--- src/rtl/stream_link_defs.svh ---
// Timing, width and count constants for the streaming link ends
`ifndef STREAM_LINK_DEFS_SVH
`define STREAM_LINK_DEFS_SVH

`define WORD_BYTES          8
`define WORD_WIDTH          64
`define MCLK_MHZ            25
`define INIT_CLK_MHZ        50
`define DEBOUNCE_NS         200
`define DEBOUNCE_CYCLES     ((`DEBOUNCE_NS * `MCLK_MHZ + 999) / 1000)
`define CNT_WIDTH           4
`define GEARBOX_PERIOD      32
`define CC_INTERVAL         10000
`define CC_LENGTH           3
`define CC_WIDTH            14

`endif

--- src/rtl/stream_link_pkg.sv ---
// Types shared by both ends of the streaming link
package stream_link_pkg;
    typedef logic [63:0] word_t;
    typedef enum logic [1:0] {
        ST_DOWN  = 2'b00,
        ST_DATA  = 2'b01,
        ST_PAUSE = 2'b10,
        ST_COMP  = 2'b11
    } tx_state_e;
endpackage

--- src/rtl/stream_link_if.sv ---
// Interface joining the core end and the user end
`timescale 1ns/1ps
interface stream_link_if;
    import stream_link_pkg::*;
    logic  tx_valid;
    word_t tx_data;
    logic  tx_ready;
    logic  rx_valid;
    word_t rx_data;
    logic  init_request;
    logic  clock_not_locked;
    logic  clock_buffer_clear_out;
    logic  clock_status_out;
    logic  channel_up;

    modport core (
        input  tx_valid, tx_data, init_request, clock_not_locked,
        output tx_ready, rx_valid, rx_data, clock_buffer_clear_out,
               clock_status_out, channel_up
    );
    modport user (
        output tx_valid, tx_data, init_request, clock_not_locked,
        input  tx_ready, rx_valid, rx_data, clock_buffer_clear_out,
               clock_status_out, channel_up
    );
endinterface

--- src/rtl/stream_core.sv ---
// Core end: streaming transmit and receive with init debounce and clocking
`timescale 1ns/1ps
`include "stream_link_defs.svh"

// Notes on behaviour
// - User fills every byte of each word
// - Valid gaps carried except during compensation
// - User takes each receive word immediately
// - Word moves when ready and valid high
// - Core may drop ready to stall user
// - Init request registered and debounced first
// - Debounce cycles derived from MCLK_MHZ, INIT_CLK_MHZ unused
// - Not-locked input is inverse PLL lock
// - Status output high when helper active
// - One user clock for core and user
// - Buffered transmit clock makes user clock
// - Buffer clear drives clock module locked
// - Sync clock runs twice user clock
module stream_core
    import stream_link_pkg::*;
(
    input  wire logic       mclk,
    input  wire logic       reset,
    stream_link_if.core     link,
    input  wire logic       helper_active,
    input  wire logic       pll_locked,
    input  wire logic       far_valid,
    input  wire word_t      far_data,
    output logic            line_valid,
    output word_t           line_data,
    output logic            line_idle,
    output logic            line_comp
);

    // ----------------------------------------------------------------
    // Init request debounce
    // ----------------------------------------------------------------
    logic                   init_sync;
    logic                   init_stable;
    logic [`CNT_WIDTH-1:0]  deb_cnt;
    logic                   next_init_stable;
    logic [`CNT_WIDTH-1:0]  next_deb_cnt;

    always_comb begin
        next_init_stable = init_stable;
        next_deb_cnt     = '0;
        if (init_sync != init_stable) begin
            if (deb_cnt == `CNT_WIDTH'(`DEBOUNCE_CYCLES - 1)) begin
                next_init_stable = init_sync;
            end else begin
                next_deb_cnt = deb_cnt + `CNT_WIDTH'(1);
            end
        end
    end

    always_ff @(posedge mclk or posedge reset) begin
        if (reset) begin
            init_sync   <= 1'b1;
            init_stable <= 1'b1;
            deb_cnt     <= '0;
        end else begin
            init_sync   <= link.init_request;
            init_stable <= next_init_stable;
            deb_cnt     <= next_deb_cnt;
        end
    end

    // ----------------------------------------------------------------
    // Clock status and channel state
    // ----------------------------------------------------------------
    logic up;
    logic next_up;
    logic status_q;
    logic clear_q;

    always_comb begin
        next_up = ~init_stable & ~link.clock_not_locked;
    end

    always_ff @(posedge mclk or posedge reset) begin
        if (reset) begin
            up       <= 1'b0;
            status_q <= 1'b0;
            clear_q  <= 1'b1;
        end else begin
            up       <= next_up;
            status_q <= helper_active;
            clear_q  <= ~pll_locked;
        end
    end

    assign link.channel_up             = up;
    assign link.clock_status_out       = status_q;
    assign link.clock_buffer_clear_out = clear_q;

    // ----------------------------------------------------------------
    // Transmit: gearbox pause and clock compensation
    // ----------------------------------------------------------------
    tx_state_e                state;
    tx_state_e                next_state;
    logic [4:0]               gb_cnt;
    logic [4:0]               next_gb_cnt;
    logic [`CC_WIDTH-1:0]     cc_cnt;
    logic [`CC_WIDTH-1:0]     next_cc_cnt;
    logic                     ready_q;
    logic                     next_ready;
    logic                     lv_q;
    logic                     next_lv;
    word_t                    ld_q;
    word_t                    next_ld;
    logic                     li_q;
    logic                     next_li;
    logic                     lc_q;
    logic                     next_lc;
    logic                     accept;

    // Compensation interval end, shared by counter wrap and state entry
    function automatic logic cc_wrap(input logic [`CC_WIDTH-1:0] cnt);
        return cnt == `CC_WIDTH'(`CC_INTERVAL - 1);
    endfunction

    // Beat taken only when both sides agree in the same cycle
    assign accept = ready_q & link.tx_valid;

    always_comb begin
        next_state  = state;
        next_gb_cnt = gb_cnt;
        next_cc_cnt = cc_cnt;
        next_ready  = 1'b0;
        next_lv     = accept;
        next_ld     = accept ? link.tx_data : ld_q;
        next_li     = ~accept;
        next_lc     = 1'b0;
        if (!next_up) begin
            next_state  = ST_DOWN;
            next_gb_cnt = '0;
            next_cc_cnt = '0;
        end else begin
            next_cc_cnt = cc_wrap(cc_cnt) ? '0 : cc_cnt + `CC_WIDTH'(1);
            next_gb_cnt = gb_cnt + 5'd1;
            unique case (state)
                ST_DOWN: begin
                    next_state = ST_DATA;
                    next_ready = 1'b1;
                end
                ST_DATA: begin
                    next_ready = 1'b1;
                    if (cc_wrap(cc_cnt)) begin
                        next_state = ST_COMP;
                        next_ready = 1'b0;
                    end else if (gb_cnt == 5'(`GEARBOX_PERIOD - 2)) begin
                        next_state = ST_PAUSE;
                        next_ready = 1'b0;
                    end
                end
                ST_PAUSE: begin
                    next_state = ST_DATA;
                    next_ready = 1'b1;
                end
                ST_COMP: begin
                    // Compensation blocks replace idles, gaps not kept
                    next_li = 1'b0;
                    next_lc = 1'b1;
                    if (cc_cnt == `CC_WIDTH'(`CC_LENGTH - 1)) begin
                        next_state = ST_DATA;
                        next_ready = 1'b1;
                    end
                end
            endcase
        end
    end

    always_ff @(posedge mclk or posedge reset) begin
        if (reset) begin
            state   <= ST_DOWN;
            gb_cnt  <= '0;
            cc_cnt  <= '0;
            ready_q <= 1'b0;
            lv_q    <= 1'b0;
            ld_q    <= '0;
            li_q    <= 1'b1;
            lc_q    <= 1'b0;
        end else begin
            state   <= next_state;
            gb_cnt  <= next_gb_cnt;
            cc_cnt  <= next_cc_cnt;
            ready_q <= next_ready;
            lv_q    <= next_lv;
            ld_q    <= next_ld;
            li_q    <= next_li;
            lc_q    <= next_lc;
        end
    end

    assign link.tx_ready = ready_q;
    assign line_valid    = lv_q;
    assign line_data     = ld_q;
    assign line_idle     = li_q;
    assign line_comp     = lc_q;

    // ----------------------------------------------------------------
    // Receive: no back-pressure, one cycle per word
    // ----------------------------------------------------------------
    logic  rv_q;
    word_t rd_q;
    logic  next_rv;
    word_t next_rd;

    always_comb begin
        next_rv = far_valid & up;
        next_rd = far_valid ? far_data : rd_q;
    end

    always_ff @(posedge mclk or posedge reset) begin
        if (reset) begin
            rv_q <= 1'b0;
            rd_q <= '0;
        end else begin
            rv_q <= next_rv;
            rd_q <= next_rd;
        end
    end

    assign link.rx_valid = rv_q;
    assign link.rx_data  = rd_q;

endmodule // stream_core

--- src/flat_wrapper.sv ---
// flat-port wrapper written by rule: the top's interface ports become plain ports
module stream_core_flat import stream_link_pkg::*;
  (mclk, reset, helper_active, pll_locked, far_valid, far_data, line_valid, line_data, line_idle, line_comp, link_tx_valid, link_tx_data, link_init_request, link_clock_not_locked, link_tx_ready, link_rx_valid, link_rx_data, link_clock_buffer_clear_out, link_clock_status_out, link_channel_up);
  stream_link_if link_i ();
  input  wire logic mclk;
  input  wire logic reset;
  input  wire logic helper_active;
  input  wire logic pll_locked;
  input  wire logic far_valid;
  input  wire word_t far_data;
  output logic line_valid;
  output word_t line_data;
  output logic line_idle;
  output logic line_comp;
  input wire logic [$bits(link_i.tx_valid)-1:0] link_tx_valid;
  input wire logic [$bits(link_i.tx_data)-1:0] link_tx_data;
  input wire logic [$bits(link_i.init_request)-1:0] link_init_request;
  input wire logic [$bits(link_i.clock_not_locked)-1:0] link_clock_not_locked;
  output wire logic [$bits(link_i.tx_ready)-1:0] link_tx_ready;
  output wire logic [$bits(link_i.rx_valid)-1:0] link_rx_valid;
  output wire logic [$bits(link_i.rx_data)-1:0] link_rx_data;
  output wire logic [$bits(link_i.clock_buffer_clear_out)-1:0] link_clock_buffer_clear_out;
  output wire logic [$bits(link_i.clock_status_out)-1:0] link_clock_status_out;
  output wire logic [$bits(link_i.channel_up)-1:0] link_channel_up;
  assign link_i.tx_valid = link_tx_valid;
  assign link_i.tx_data = link_tx_data;
  assign link_i.init_request = link_init_request;
  assign link_i.clock_not_locked = link_clock_not_locked;
  assign link_tx_ready = link_i.tx_ready;
  assign link_rx_valid = link_i.rx_valid;
  assign link_rx_data = link_i.rx_data;
  assign link_clock_buffer_clear_out = link_i.clock_buffer_clear_out;
  assign link_clock_status_out = link_i.clock_status_out;
  assign link_channel_up = link_i.channel_up;
  stream_core u_core (.mclk(mclk), .reset(reset), .link(link_i), .helper_active(helper_active), .pll_locked(pll_locked), .far_valid(far_valid), .far_data(far_data), .line_valid(line_valid), .line_data(line_data), .line_idle(line_idle), .line_comp(line_comp));
endmodule
--- config.mk ---
export PLATFORM = sky130hd
export DESIGN_NAME = stream_core_flat
export DESIGN_NICKNAME = d
export VERILOG_FILES = /design/src/rtl/stream_link_pkg.sv /design/src/rtl/stream_link_if.sv /design/src/rtl/stream_core.sv /design/src/flat_wrapper.sv
export VERILOG_INCLUDE_DIRS = /design/src /design/src/rtl
export SDC_FILE = /design/constraint.sdc
export NUM_CORES = 1
export LEC_CHECK = 0
export ABC_CLOCK_PERIOD_IN_PS = 6900
export BUFFER_PORTS_ARGS = -buffer_cell sky130_fd_sc_hd__clkbuf_2
export CELL_PAD_IN_SITES_DETAIL_PLACEMENT = 0
export CELL_PAD_IN_SITES_GLOBAL_PLACEMENT = 1
export CORE_MARGIN = 2
export CORE_UTILIZATION = 40
export DETAILED_ROUTE_END_ITERATION = 6
export GPL_TIMING_DRIVEN = 1
export PLACE_DENSITY = 0.94
export SYNTH_ARGS = -nofsm -noshare
export SYNTH_HDL_FRONTEND = slang
export SYNTH_SLANG_ARGS = --single-unit
export TNS_END_PERCENT = 100
--- constraint.sdc ---
create_clock -name mclk -period 6.9 [get_ports mclk]
set_input_delay 0 -clock mclk [delete_from_list [all_inputs] [get_ports mclk]]
set_output_delay 0 -clock mclk [all_outputs]
set_load 0.005 [all_outputs]
==> reports/qor.yml, run 1 <==
synth:
  yosysTopAreaCell: "dfrtp_1"
  ys_top_cells_by_area: "dfrtp_1 64%, mux2_2 23%, dfstp_2 1.7%, xnor2_1 1.7%, nor2_1 1.4%"
  syn-cell-area_mm2: 0.00626
  synth_most_common_cell: "dfrtp_1"
  ys_seq_area_frac: 0.652
  synth-edff-count: 0
  syn_inst: 413
  ys_types: 31
  synth-warning-count: 0
  ys_seq_elements: 163
  ys_async_sr_fraction: 1.00
  synthTopCellsByCount: "159 x dfrtp_1, 129 x mux2_2, 24 x nor2_1, 13 x buf_2, 12 x xnor2_1"
  syn_avg_cell_area_um2: 15.2
  synth_top_flop_cell: "dfrtp_1"
  post-synth-top-area-fraction: 0.635
  synth_fp_nets: 555
timing:
  slew_violations: 0
  fmax_mhz: 490
  finalHoldViolations: 0
  min_period_ns: 2.04
  finalCritPeriodShare: 0.296
  fin_tns_setup_ns: 0
  rsz0062_at_grt: "no"
  setup_violations: 0
  fin_skew_ns: 0.00841
  maxSlewHeadroom: 0.444
  worst_slew_pin_slew_ns: 0.834
clock_network:
  clockRootBuffer: "clkbuf_16"
  cts_inserted_buffers: 17
  clock_latency_ns: 0.41
  cts_tree: "done"
  clockBufferDepth: 2
  cts.sinks: 163
  clk_pin_slew_ns: 0.07
  cts_max_level: 4
pwr:
  clkPwrFrac: 0.320
  seq_power_share: 0.441
  powerDensity_mw_per_mm2: 312
  power_switching_mw: 0.833
  switching_share: 0.273
  p_int_mw: 2.22
  peakVddDrop_v: 0.000152
  leakage_nw: 4.65
  comb_power_share: 0.239
worst_setup_path:
  startpoint_type: "flip-flop"
  cp_max_fo: 34
  crit_slowest_cell: "and2_2"
  worstPathRequired_ns: 7.20
  end_kind: "flip-flop"
  crit_chain: "and2_2 > buf_4 > mux2_2"
  cpPeakStageDelay_ns: 0.64
  critPathKind: "reg -> reg"
  cp_data_arrival_time_ns: 2.34
global_route:
  antenna_found_initial: 0
  track_usage: 0.210
  grt_start_max_net_pins: 97
  grt_pass1_wl_mm: 27.0
  first_global_vias: 5473
  grt.overflow.total: 0
route:
  ant_nets: 0
  drt_iter0_markers: 196
  post_drt_wl_per_cell_um: 16.7
  viasPerCell: 4.71
  drt_wl_total_mm: 17.5
  drc: 0
  first_pass_iters: 4
  vias: 4946
layout:
  nets: 965
  syn2layout_area_growth_pct: 56.3
  fin_util: 0.641
  drive_above_1_share: 0.532
worst_hold_path:
  timing.hold.worst.class: "in -> reg"
outcome:
  status: "finished clean"
floorplan:
  die_h_um: 129
  start_util: 0.410
  core-area_mm2: 0.0153
  die_w_um: 129
  fp.dieArea_mm2: 0.0167
  ioPinCount: 272
  rows: 45
placement:
  port_buffers: 271
  gp_congestion: 0.853
  dp_hpwl_mm: 10.8
job:
  maxCapViolations: 0
## final timing paths
check,to,slack (ns),cells after the start,from
max,u_core.line_data[11],4.86,3,u_core.link.tx_ready
min,u_core.init_sync,0.23,2,link_init_request
max reg2reg,u_core.line_data[11],4.86,3,u_core.link.tx_ready
min reg2reg,u_core.gb_cnt[0],0.50,1,u_core.gb_cnt[0]
max in group asynchronous,u_core.line_data[54],5.19,4,reset
min in group asynchronous,u_core.line_data[27],0.34,3,reset
## through the flow
| step | cells | hold WS, ns | power [mW] | cell area (µm²) | worst slack (ns) |
|---|---|---|---|---|---|
| after CTS | 1047 | 0.191 | 3.05 | 9780 | 4.87 |
| after detailed placement | 882 | 0.0905 | 2.01 | 7830 | 4.89 |
| final | 1049 | 0.231 | 3.05 | 9790 | 4.86 |
| after floorplan | 413 | 0.00448 | 1.65 | 6260 | 2.50 |
| after global placement | 882 | 0.0886 | 1.97 | 7830 | 4.96 |
| after global routing | 1047 | 0.216 | 3.21 | 9780 | 4.75 |
## cell type report
| class | count | area [µm²] |
|---|---|---|
| Antenna cell | 2 | 5.00 |
| Clock buffer | 22 | 474 |
| Clock inverter | 10 | 146 |
| Fill cell | 1066 | 5470 |
| Inverter | 9 | 38.8 |
| Multi-Input combinational cell | 225 | 2070 |
| Sequential cell | 163 | 4080 |
| Tap cell | 211 | 264 |
| Timing Repair Buffer | 407 | 2710 |
## cell usage in the layout, fill, tap and decap left out, types with 2 or more instances in the layout
cell type,n
mux2_2,129
clkbuf_2,271
clkinv_4,2
dfstp_2,4
and4_1,2
buf_4,3
bufinv_16,3
nand3_2,2
nand2_1,7
a21oi_1,3
nor3_1,5
clkbuf_1,2
and2_1,2
nor2_1,24
dlygate4sd3_1,133
clkbuf_16,17
inv_1,8
nand3b_1,2
nand4_1,3
xor2_1,4
inv_6,4
nor2_2,2
clkbuf_8,3
nand3_1,7
xnor2_1,12
diode_2,2
nand2b_1,2
dfrtp_1,159
nor4_1,4
ha_1,6
## timing repair
action	in CTS	in global routing
endpoints found under the hold margin	231	0
hold buffers	133	0
endpoints found under the setup margin	0	0
setup buffers	0	0
resized for setup	0	0
## flip-flops by register name, indices dropped and copies added, names as in the netlist
| signal | flops |
|---|---|
| u_core.line_comp | 1 |
| u_core.link.rx_data | 64 |
| u_core.link.tx_ready | 1 |
| u_core.line_data | 64 |
| u_core.cc_cnt | 14 |
| u_core.line_idle | 1 |
| u_core.init_stable | 1 |
| u_core.link.clock_buffer_clear_out | 1 |
| u_core.link.channel_up | 1 |
| u_core.line_valid | 1 |
| u_core.state | 2 |
| u_core.link.clock_status_out | 1 |
| u_core.deb_cnt | 4 |
| u_core.gb_cnt | 5 |
| u_core.init_sync | 1 |
| u_core.link.rx_valid | 1 |
## routing by layer
layer	up-vias	part of all wire	global-route usage
li1	2256	-	-
met3	62	0.054	0.0590
met2	188	0.55	0.395
met4	0	0.036	0.105
met1	2440	0.36	0.211
met5	-	0	0
## power by group through the flow
stage / combinational, mW / sequential [mW] / clock [mW]
floorplan: 0.300 / 1.35 / 0
global placement: 0.637 / 1.33 / 0
detailed placement: 0.654 / 1.35 / 0
CTS: 0.719 / 1.34 / 0.996
global route: 0.802 / 1.37 / 1.03
finish: 0.730 / 1.35 / 0.977
## worst max-delay path, delay by kind of cell (launching register included)
kind | cells | cell delay, ns
buffers and inverters | 1 | 0.52
flip-flops | 1 | 0.34
multiplexers | 1 | 0.40
AND/OR/NAND/NOR | 1 | 0.64
## logic make-up (layout without fill, tap and decap cells)
family | count (synthesis) | after routing | synth area share
flip-flops | 163 | 163 | 0.652
multiplexers | 129 | 129 | 0.232
AND/OR/NAND/NOR | 69 | 69 | 0.0581
buffers and inverters | 25 | 448 | 0.0182
XOR/XNOR | 16 | 16 | 0.0224
adder cells (fa/ha/maj) | 6 | 6 | 0.0120
AO/OA/AOI/OAI | 5 | 5 | 0.00519
other | 0 | 2 | 0
(Power assumes the default switching activity.)
==> run 2, diff against run 1 <==
- ABC_AREA: unset -> 1
- ABC_CLOCK_PERIOD_IN_PS: 6900 -> 1700
- CORE_UTILIZATION: 40 -> 32
- PLACE_DENSITY: 0.94 -> 0.85
- clock period: 6.9 -> 1.7 ns (I/O delays scaled with it)
==> run 2 against run 1 <==
Net effect: final cell count is 23% higher; power increased to 4.0 times the previous value; die area grew 28%; maximum frequency grew 48%; critical path depth up 3; global-route usage fell by 3.9 points; flip-flop and latch count stayed put; clock power rose to 3.7 times the previous value; via count up 12%; register-to-register slack got worse by 4.5 ns; clock skew hardly changed.
==> reports/qor.yml, run 2 <==
outcome:
  status: "finished clean"
timing:
  finalHoldViolations: 0  # unchanged
  setup_ws_ns: 0.320  # -4.54 ns
  finalCritPeriodShare: 0.812  # +0.516
  fin_tns_setup_ns: 0  # unchanged
  fmax_mhz: 725  # +48%
  rsz0062_at_grt: "no"
  slew_violations: 0  # unchanged
  maxSlewHeadroom: 0.630  # +0.187
  fin_skew_ns: 0.00826  # -0.000150 ns
  setup_violations: 0  # unchanged
  min_period_ns: 1.38  # -0.661 ns
  worst_slew_pin_slew_ns: 0.554  # -0.280 ns
layout:
  nets: 1150  # +19%
  mostFrequentLayoutCell: "clkbuf_2"
  syn2layout_area_growth_pct: 55.2
  final_cell_count_no_fill: 1291  # +23%
  drive_above_1_share: 0.389  # -0.143
  antenna_cells: 0  # -2
  final_cell_mix: "271 x clkbuf_2, 229 x nand2_1, 159 x dfrtp_1, 133 x dlygate4sd3_1, 65 x mux2_2"
  fill_cells: 1788  # +68%
  multi_input_area_mm2: 0.00217  # +4.8%
  register_area_mm2: 0.00408  # unchanged
clock_network:
  postCtsSetupBuffers: 0  # unchanged
  cts.sinks: 163  # unchanged
  clockRootBuffer: "clkbuf_16"
  cts_tree: "done"
  clk_pin_slew_ns: 0.07  # about the same
  clock_latency_ns: 0.42  # about the same
  cts_inserted_buffers: 17  # unchanged
  cts_max_level: 4  # unchanged
  clockBufferDepth: 2  # unchanged
synth:
  post-synth-top-area-fraction: 0.615  # -0.0202
  synthTopCellsByCount: "230 x nand2_1, 159 x dfrtp_1, 65 x mux2_2, 37 x nor2_1, 26 x inv_1"
  ys_seq_area_frac: 0.631  # -0.0207
  synth_fp_nets: 742  # +34%
  synth-edff-count: 0  # unchanged
  ys_seq_elements: 163  # unchanged
  ys_types: 32  # +3.2%
  synth-warning-count: 0  # unchanged
  synth_top_flop_cell: "dfrtp_1"
  ys_top_cells_by_area: "dfrtp_1 62%, nand2_1 13%, mux2_2 11%, nor2_1 2.1%, dfstp_2 1.6%"
  syn_inst: 600  # +45%
  ys_async_sr_fraction: 1.00  # unchanged
  syn-cell-area_mm2: 0.00647  # +3.3%
  yosysTopAreaCell: "dfrtp_1"
  synth_most_common_cell: "nand2_1"
  syn_avg_cell_area_um2: 10.8  # -29%
worst_setup_path:
  worstPathRequired_ns: 2.01  # -5.19 ns
  reg2reg_slack_ns: 0.32  # -4.54 ns
  end_kind: "flip-flop"
  crit_end: "u_core.cc_cnt[9]"
  cp_max_fo: 6  # -82%
  startpoint_type: "flip-flop"
  startpoint: "u_core.cc_cnt[0]"
  reg2reg_to: "u_core.cc_cnt[9]"
  critPathKind: "reg -> reg"
  reg2reg_depth: 6  # +3
  cp_data_arrival_time_ns: 1.69  # -0.65 ns
  regToRegStartpoint: "u_core.cc_cnt[0]"
global_route:
  track_usage: 0.170  # -0.0395
  antenna_found_initial: 0  # unchanged
  grt_start_max_net_pins: 101  # +4.1%
  grt.overflow.total: 0  # unchanged
  first_global_vias: 5736  # +4.8%
  grt_pass1_wl_mm: 29.2  # +8.1%
floorplan:
  start_util: 0.323  # -0.0877
  die_h_um: 146  # +13%
  core-area_mm2: 0.0200  # +31%
  ioPinCount: 272  # unchanged
  fp.dieArea_mm2: 0.0214  # +28%
  rows: 52  # +16%
  die_w_um: 146  # +13%
route:
  drt_iter0_markers: 271  # +38%
  drc: 0  # unchanged
  ant_nets: 0  # unchanged
  post_drt_wl_per_cell_um: 13.7  # -18%
  viasPerCell: 4.30  # -8.9%
  drt_wl_total_mm: 17.7  # +1.0%
  vias: 5545  # +12%
  first_pass_iters: 5  # +1
pwr:
  powerDensity_mw_per_mm2: 1210  # +290%
  comb_power_share: 0.252  # +0.013
  leakage_nw: 5.16  # +11%
  power_switching_mw: 3.80  # +360%
  peakVddDrop_v: 0.000635  # +320%
  seq_power_share: 0.451  # +0.010
  switching_share: 0.313  # +0.0406
  clkPwrFrac: 0.296  # -0.024
  design_power_total_mw: 12.1  # +300%
  p_int_mw: 8.32  # +270%
job:
  maxCapViolations: 0  # unchanged
placement:
  gp_congestion: 0.835  # -2.1%
  port_buffers: 271  # unchanged
  pre_cts_ws_ns: 0.331  # -4.56 ns
  place_inst: 1126  # +28%
  dp_hpwl_mm: 11.2  # +3.5%
worst_hold_path:
  timing.hold.worst.class: "in -> reg"
[run 2: changes by cell type in the layout (fill, tap and decap cells not counted), sizes merged, moves of 3 or more]
cell / before / now
and2: 3 / 0
buf: 3 / 7
bufinv: 3 / 0
clkbuf: 293 / 289
clkinvlp: 1 / 4
inv: 12 / 32
mux2: 129 / 65
nand2: 7 / 234
nor2: 26 / 45
nor3: 5 / 2
nor4: 5 / 0
o21ai: 0 / 4
xnor2: 12 / 2
xor2: 4 / 8
[run 2: repair_timing]
action,4_1_cts,5_1_grt
resized for setup,0,0
endpoints found under the hold margin,301,0
hold buffers,133,0
[run 2: worst min-delay path by stage]
stage | start | to | slack [ns] | cells past startpoint
6_report | link_tx_valid | u_core.line_data[2] | 0.08 | 5
5_1_grt | far_valid | u_core.link.rx_valid | 0.08 | 4
4_1_cts | far_valid | u_core.link.rx_valid | 0.05 | 4
3_3_place_gp | link_init_request | u_core.init_sync | 0.09 | 1
2_1_floorplan | link_init_request | u_core.init_sync | 0.004 | 0
3_5_place_dp | link_init_request | u_core.init_sync | 0.09 | 1
[run 2: logic make-up after synthesis]
| logic type | Yosys count | synth area share |
|---|---|---|
| AO/OA/AOI/OAI | 10 | 0.00871 |
| XOR/XNOR | 10 | 0.0135 |
| adder cells (fa/ha/maj) | 6 | 0.0116 |
| buffers and inverters | 48 | 0.0340 |
| flip-flops | 163 | 0.631 |
| multiplexers | 65 | 0.113 |
| AND/OR/NAND/NOR | 298 | 0.187 |
[run 2: critical path: stages, from the launching register on]
cell and delay (ns):
dfrtp_1 0.44, ha_1 0.23, nand3_2 0.13, nor2_1 0.13, nand2_1 0.13, nand2_2 0.15, nor2_2 0.06
[run 2: power groups by stage]
stage	logic, mW	registers (mW)	clock network [mW]
2_1_floorplan	1.27	5.54	0
3_3_place_gp	2.78	5.48	0
3_5_place_dp	2.81	5.50	0
4_1_cts	3.07	5.45	3.71
5_1_grt	3.46	5.60	3.90
6_report	3.06	5.47	3.59
[run 2: cell type report]
class                           count  area share
Sequential cell                   163       0.407
Timing Repair Buffer              411       0.279
Multi-Input combinational cell    389       0.216
Clock buffer                       18      0.0427
Tap cell                          270      0.0336
Clock inverter                     14      0.0118
Inverter                           26      0.0101
[run 2: stage by stage]
| stage | util | cell area [µm²] | hold slack [ns] |
|---|---|---|---|
| final | 0.501 | 10000 | 0.0776 |
| after floorplan | - | 6470 | 0.00448 |
| after detailed placement | 0.407 | 8160 | 0.0914 |
| after global placement | 0.407 | 8160 | 0.0924 |
| after CTS | 0.501 | 10000 | 0.0490 |
| after global routing | 0.501 | 10000 | 0.0772 |
[run 2: metal layers]
layer,vias up,part of all wire,GRT usage
met5,-,0,0
met4,0,0.022,0.0641
met3,33,0.047,0.0447
met2,170,0.52,0.296
met1,2634,0.41,0.204
li1,2708,-,-
==> run 3, diff against run 2 <==
- ABC_CLOCK_PERIOD_IN_PS: 1700 -> 1250
- clock period: 1.7 -> 1.25 ns (I/O delays scaled with it)
==> run 3 against run 2 <==
Net effect: register-to-register slack worse by 0.29 ns; via count rose by 2.2%; flip-flop and latch count did not move; core utilization up 1.8 points; global-route usage up 0.29 points; largest cell class unchanged; maximum frequency up 13%; clock power rose by 48%; count of clock-buffer cells in the layout grew 1; critical path type unchanged.
==> reports/qor.yml, run 3 (synthesized netlist as in run 2, its figures left out) <==
clock_network:
  cts_max_level: 4  # unchanged
  clock_latency_ns: 0.42  # about the same
  clockRootBuffer: "clkbuf_16"
  cts_tree: "done"
  cts_inserted_buffers: 17  # unchanged
  cts.sinks: 163  # unchanged
  clk_pin_slew_ns: 0.07  # about the same
  clockBufferDepth: 2  # unchanged
worst_setup_path:
  end_kind: "flip-flop"
  startpoint_type: "flip-flop"
  cp_data_arrival_time_ns: 1.52  # -0.17 ns
  startpoint: "u_core.cc_cnt[11]"
  cpPeakStageDelay_ns: 0.43  # about the same
  reg2reg_to: "u_core.cc_cnt[0]"
  reg2reg_depth: 5  # -1
  reg2reg_slack_ns: 0.03  # -0.29 ns
  crit_chain: "or2_1 > nor2_2 > nand2_2 > nand2_2 > nor2_1"
  crit_slowest_cell: "dfrtp_1"
  path_common_cell: "nand2_2"
  worstPathRequired_ns: 1.55  # -0.46 ns
  regToRegStartpoint: "u_core.cc_cnt[11]"
  critPathKind: "reg -> reg"
  crit_end: "u_core.cc_cnt[0]"
  cp_max_fo: 5  # -1
layout:
  mostFrequentLayoutCell: "clkbuf_2"
  drive_above_1_share: 0.420  # +0.0313
  syn2layout_area_growth_pct: 60.7
  nets: 1174  # +2.1%
  antenna_cells: 0  # unchanged
  final_cell_count_no_fill: 1315  # +1.9%
  fin_util: 0.519  # +0.0176
  final_cell_mix: "271 x clkbuf_2, 225 x nand2_1, 155 x dfrtp_1, 134 x dlygate4sd3_1, 65 x mux2_2"
timing:
  worst_slew_pin_slew_ns: 0.394  # -0.161 ns
  setup_violations: 0  # unchanged
  maxSlewHeadroom: 0.737  # +0.107
  fin_skew_ns: 0.0151  # +0.00685 ns
  slew_violations: 0  # unchanged
  holdWs_ns: 0.105  # +0.0275 ns
  fmax_mhz: 820  # +13%
  rsz0062_at_grt: "yes"
  min_period_ns: 1.22  # -0.161 ns
  finalHoldViolations: 0  # unchanged
  finalCritPeriodShare: 0.975  # +0.163
route:
  drc: 0  # unchanged
  post_drt_wl_per_cell_um: 14.1  # +2.9%
  drt_wl_total_mm: 18.5  # +4.8%
  viasPerCell: 4.31  # +0.37%
  first_pass_iters: 4  # -1
  vias: 5669  # +2.2%
  ant_nets: 0  # unchanged
  drt_iter0_markers: 180  # -34%
floorplan:
  ioPinCount: 272  # unchanged
  die_w_um: 146  # unchanged
  fp.dieArea_mm2: 0.0214  # unchanged
  start_util: 0.323  # unchanged
  rows: 52  # unchanged
  die_h_um: 146  # unchanged
  core-area_mm2: 0.0200  # unchanged
placement:
  place_inst: 1139  # +1.2%
  port_buffers: 271  # unchanged
  gp_congestion: 0.827  # -0.87%
  dp_hpwl_mm: 11.8  # +5.1%
global_route:
  grt_pass1_wl_mm: 29.7  # +1.8%
  grt_start_max_net_pins: 66  # -35%
  grt.overflow.total: 0  # unchanged
  track_usage: 0.173  # +0.00290
  antenna_found_initial: 0  # unchanged
  first_global_vias: 5861  # +2.2%
worst_hold_path:
  timing.hold.worst.class: "in -> reg"
pwr:
  peakVddDrop_v: 0.000886  # +39%
  design_power_total_mw: 17.2  # +42%
  powerDensity_mw_per_mm2: 1650  # +37%
  leakage_nw: 5.30  # +2.6%
job:
  maxCapViolations: 0  # unchanged
outcome:
  status: "finished clean"
==> run 3: changes by cell type in the layout (fill, tap and decap cells not counted), sizes merged <==
cell         previous run  this run
buf                     7        30
bufinv                  0         2
clkinv                  4         2
clkbuf                289       290
dlygate4sd3           133       134
inv                    32        31
==> run 3: critical path, delay by kind of cell, from the launching register on <==
| kind | cells | cell delay (ns) |
|---|---|---|
| simple gates | 5 | 0.67 |
| flops | 1 | 0.43 |
==> run 3: power by group <==
part	total [mW]	switching [mW]	leakage, nW	internal [mW]
combinational	4.42	2.20	3.01	2.23
clock	5.32	2.29	0.286	3.03
sequential	7.45	0.807	2.00	6.64
total	17.2	5.30	5.30	11.9
==> run 3: routing by layer <==
layer	GRT usage	part of all wire	vias to the layer above
met2	0.312	0.53	178
met5	0	0	-
met3	0.0313	0.040	29
li1	-	-	2747
met1	0.206	0.41	2715
met4	0.0680	0.021	0
==> run 3: timing repair <==
item                                   CTS  global route
hold buffers                           133             1
setup endpoints to repair               13            24
pin swaps                                2            13
endpoints found under the hold margin  295             1
cloned                                   0             0
resized for setup                        2            28
buffers inserted                         1             9
==> run 3: how the worst min path moves through the flow <==
stage | slack (ns) | from | depth (start not counted) | end
2_1_floorplan | 0.004 | link_init_request | 0 | u_core.init_sync
3_3_place_gp | 0.01 | reset | 2 | u_core.link.rx_data[31]
3_5_place_dp | 0.02 | reset | 2 | u_core.link.rx_data[18]
4_1_cts | 0.01 | link_tx_valid | 5 | u_core.line_data[3]
5_1_grt | 0.09 | far_valid | 4 | u_core.link.rx_valid
6_report | 0.11 | far_valid | 4 | u_core.link.rx_valid
==> run 3: stage by stage <==
| step | TNS (ns) | instance area [µm²] | worst slack, ns |
|---|---|---|---|
| detailed placement | -0.564 | 8270 | -0.0698 |
| global route | -0.486 | 10400 | -0.103 |
| CTS | 0 | 10200 | 0.000339 |
| global placement | -0.160 | 8270 | -0.0301 |
| floorplan | -131.24 | 6470 | -0.818 |
| finish | 0 | 10400 | 0.0310 |
==> run 3: area by class of cell <==
class,instances,area (µm²)
multi-input combinational,389,2260
fill,1758,9650
tap,270,338
inverter,26,108
clock buffer,19,433
sequential,163,4090
clock inverter,13,164
timing repair buffer,435,3010
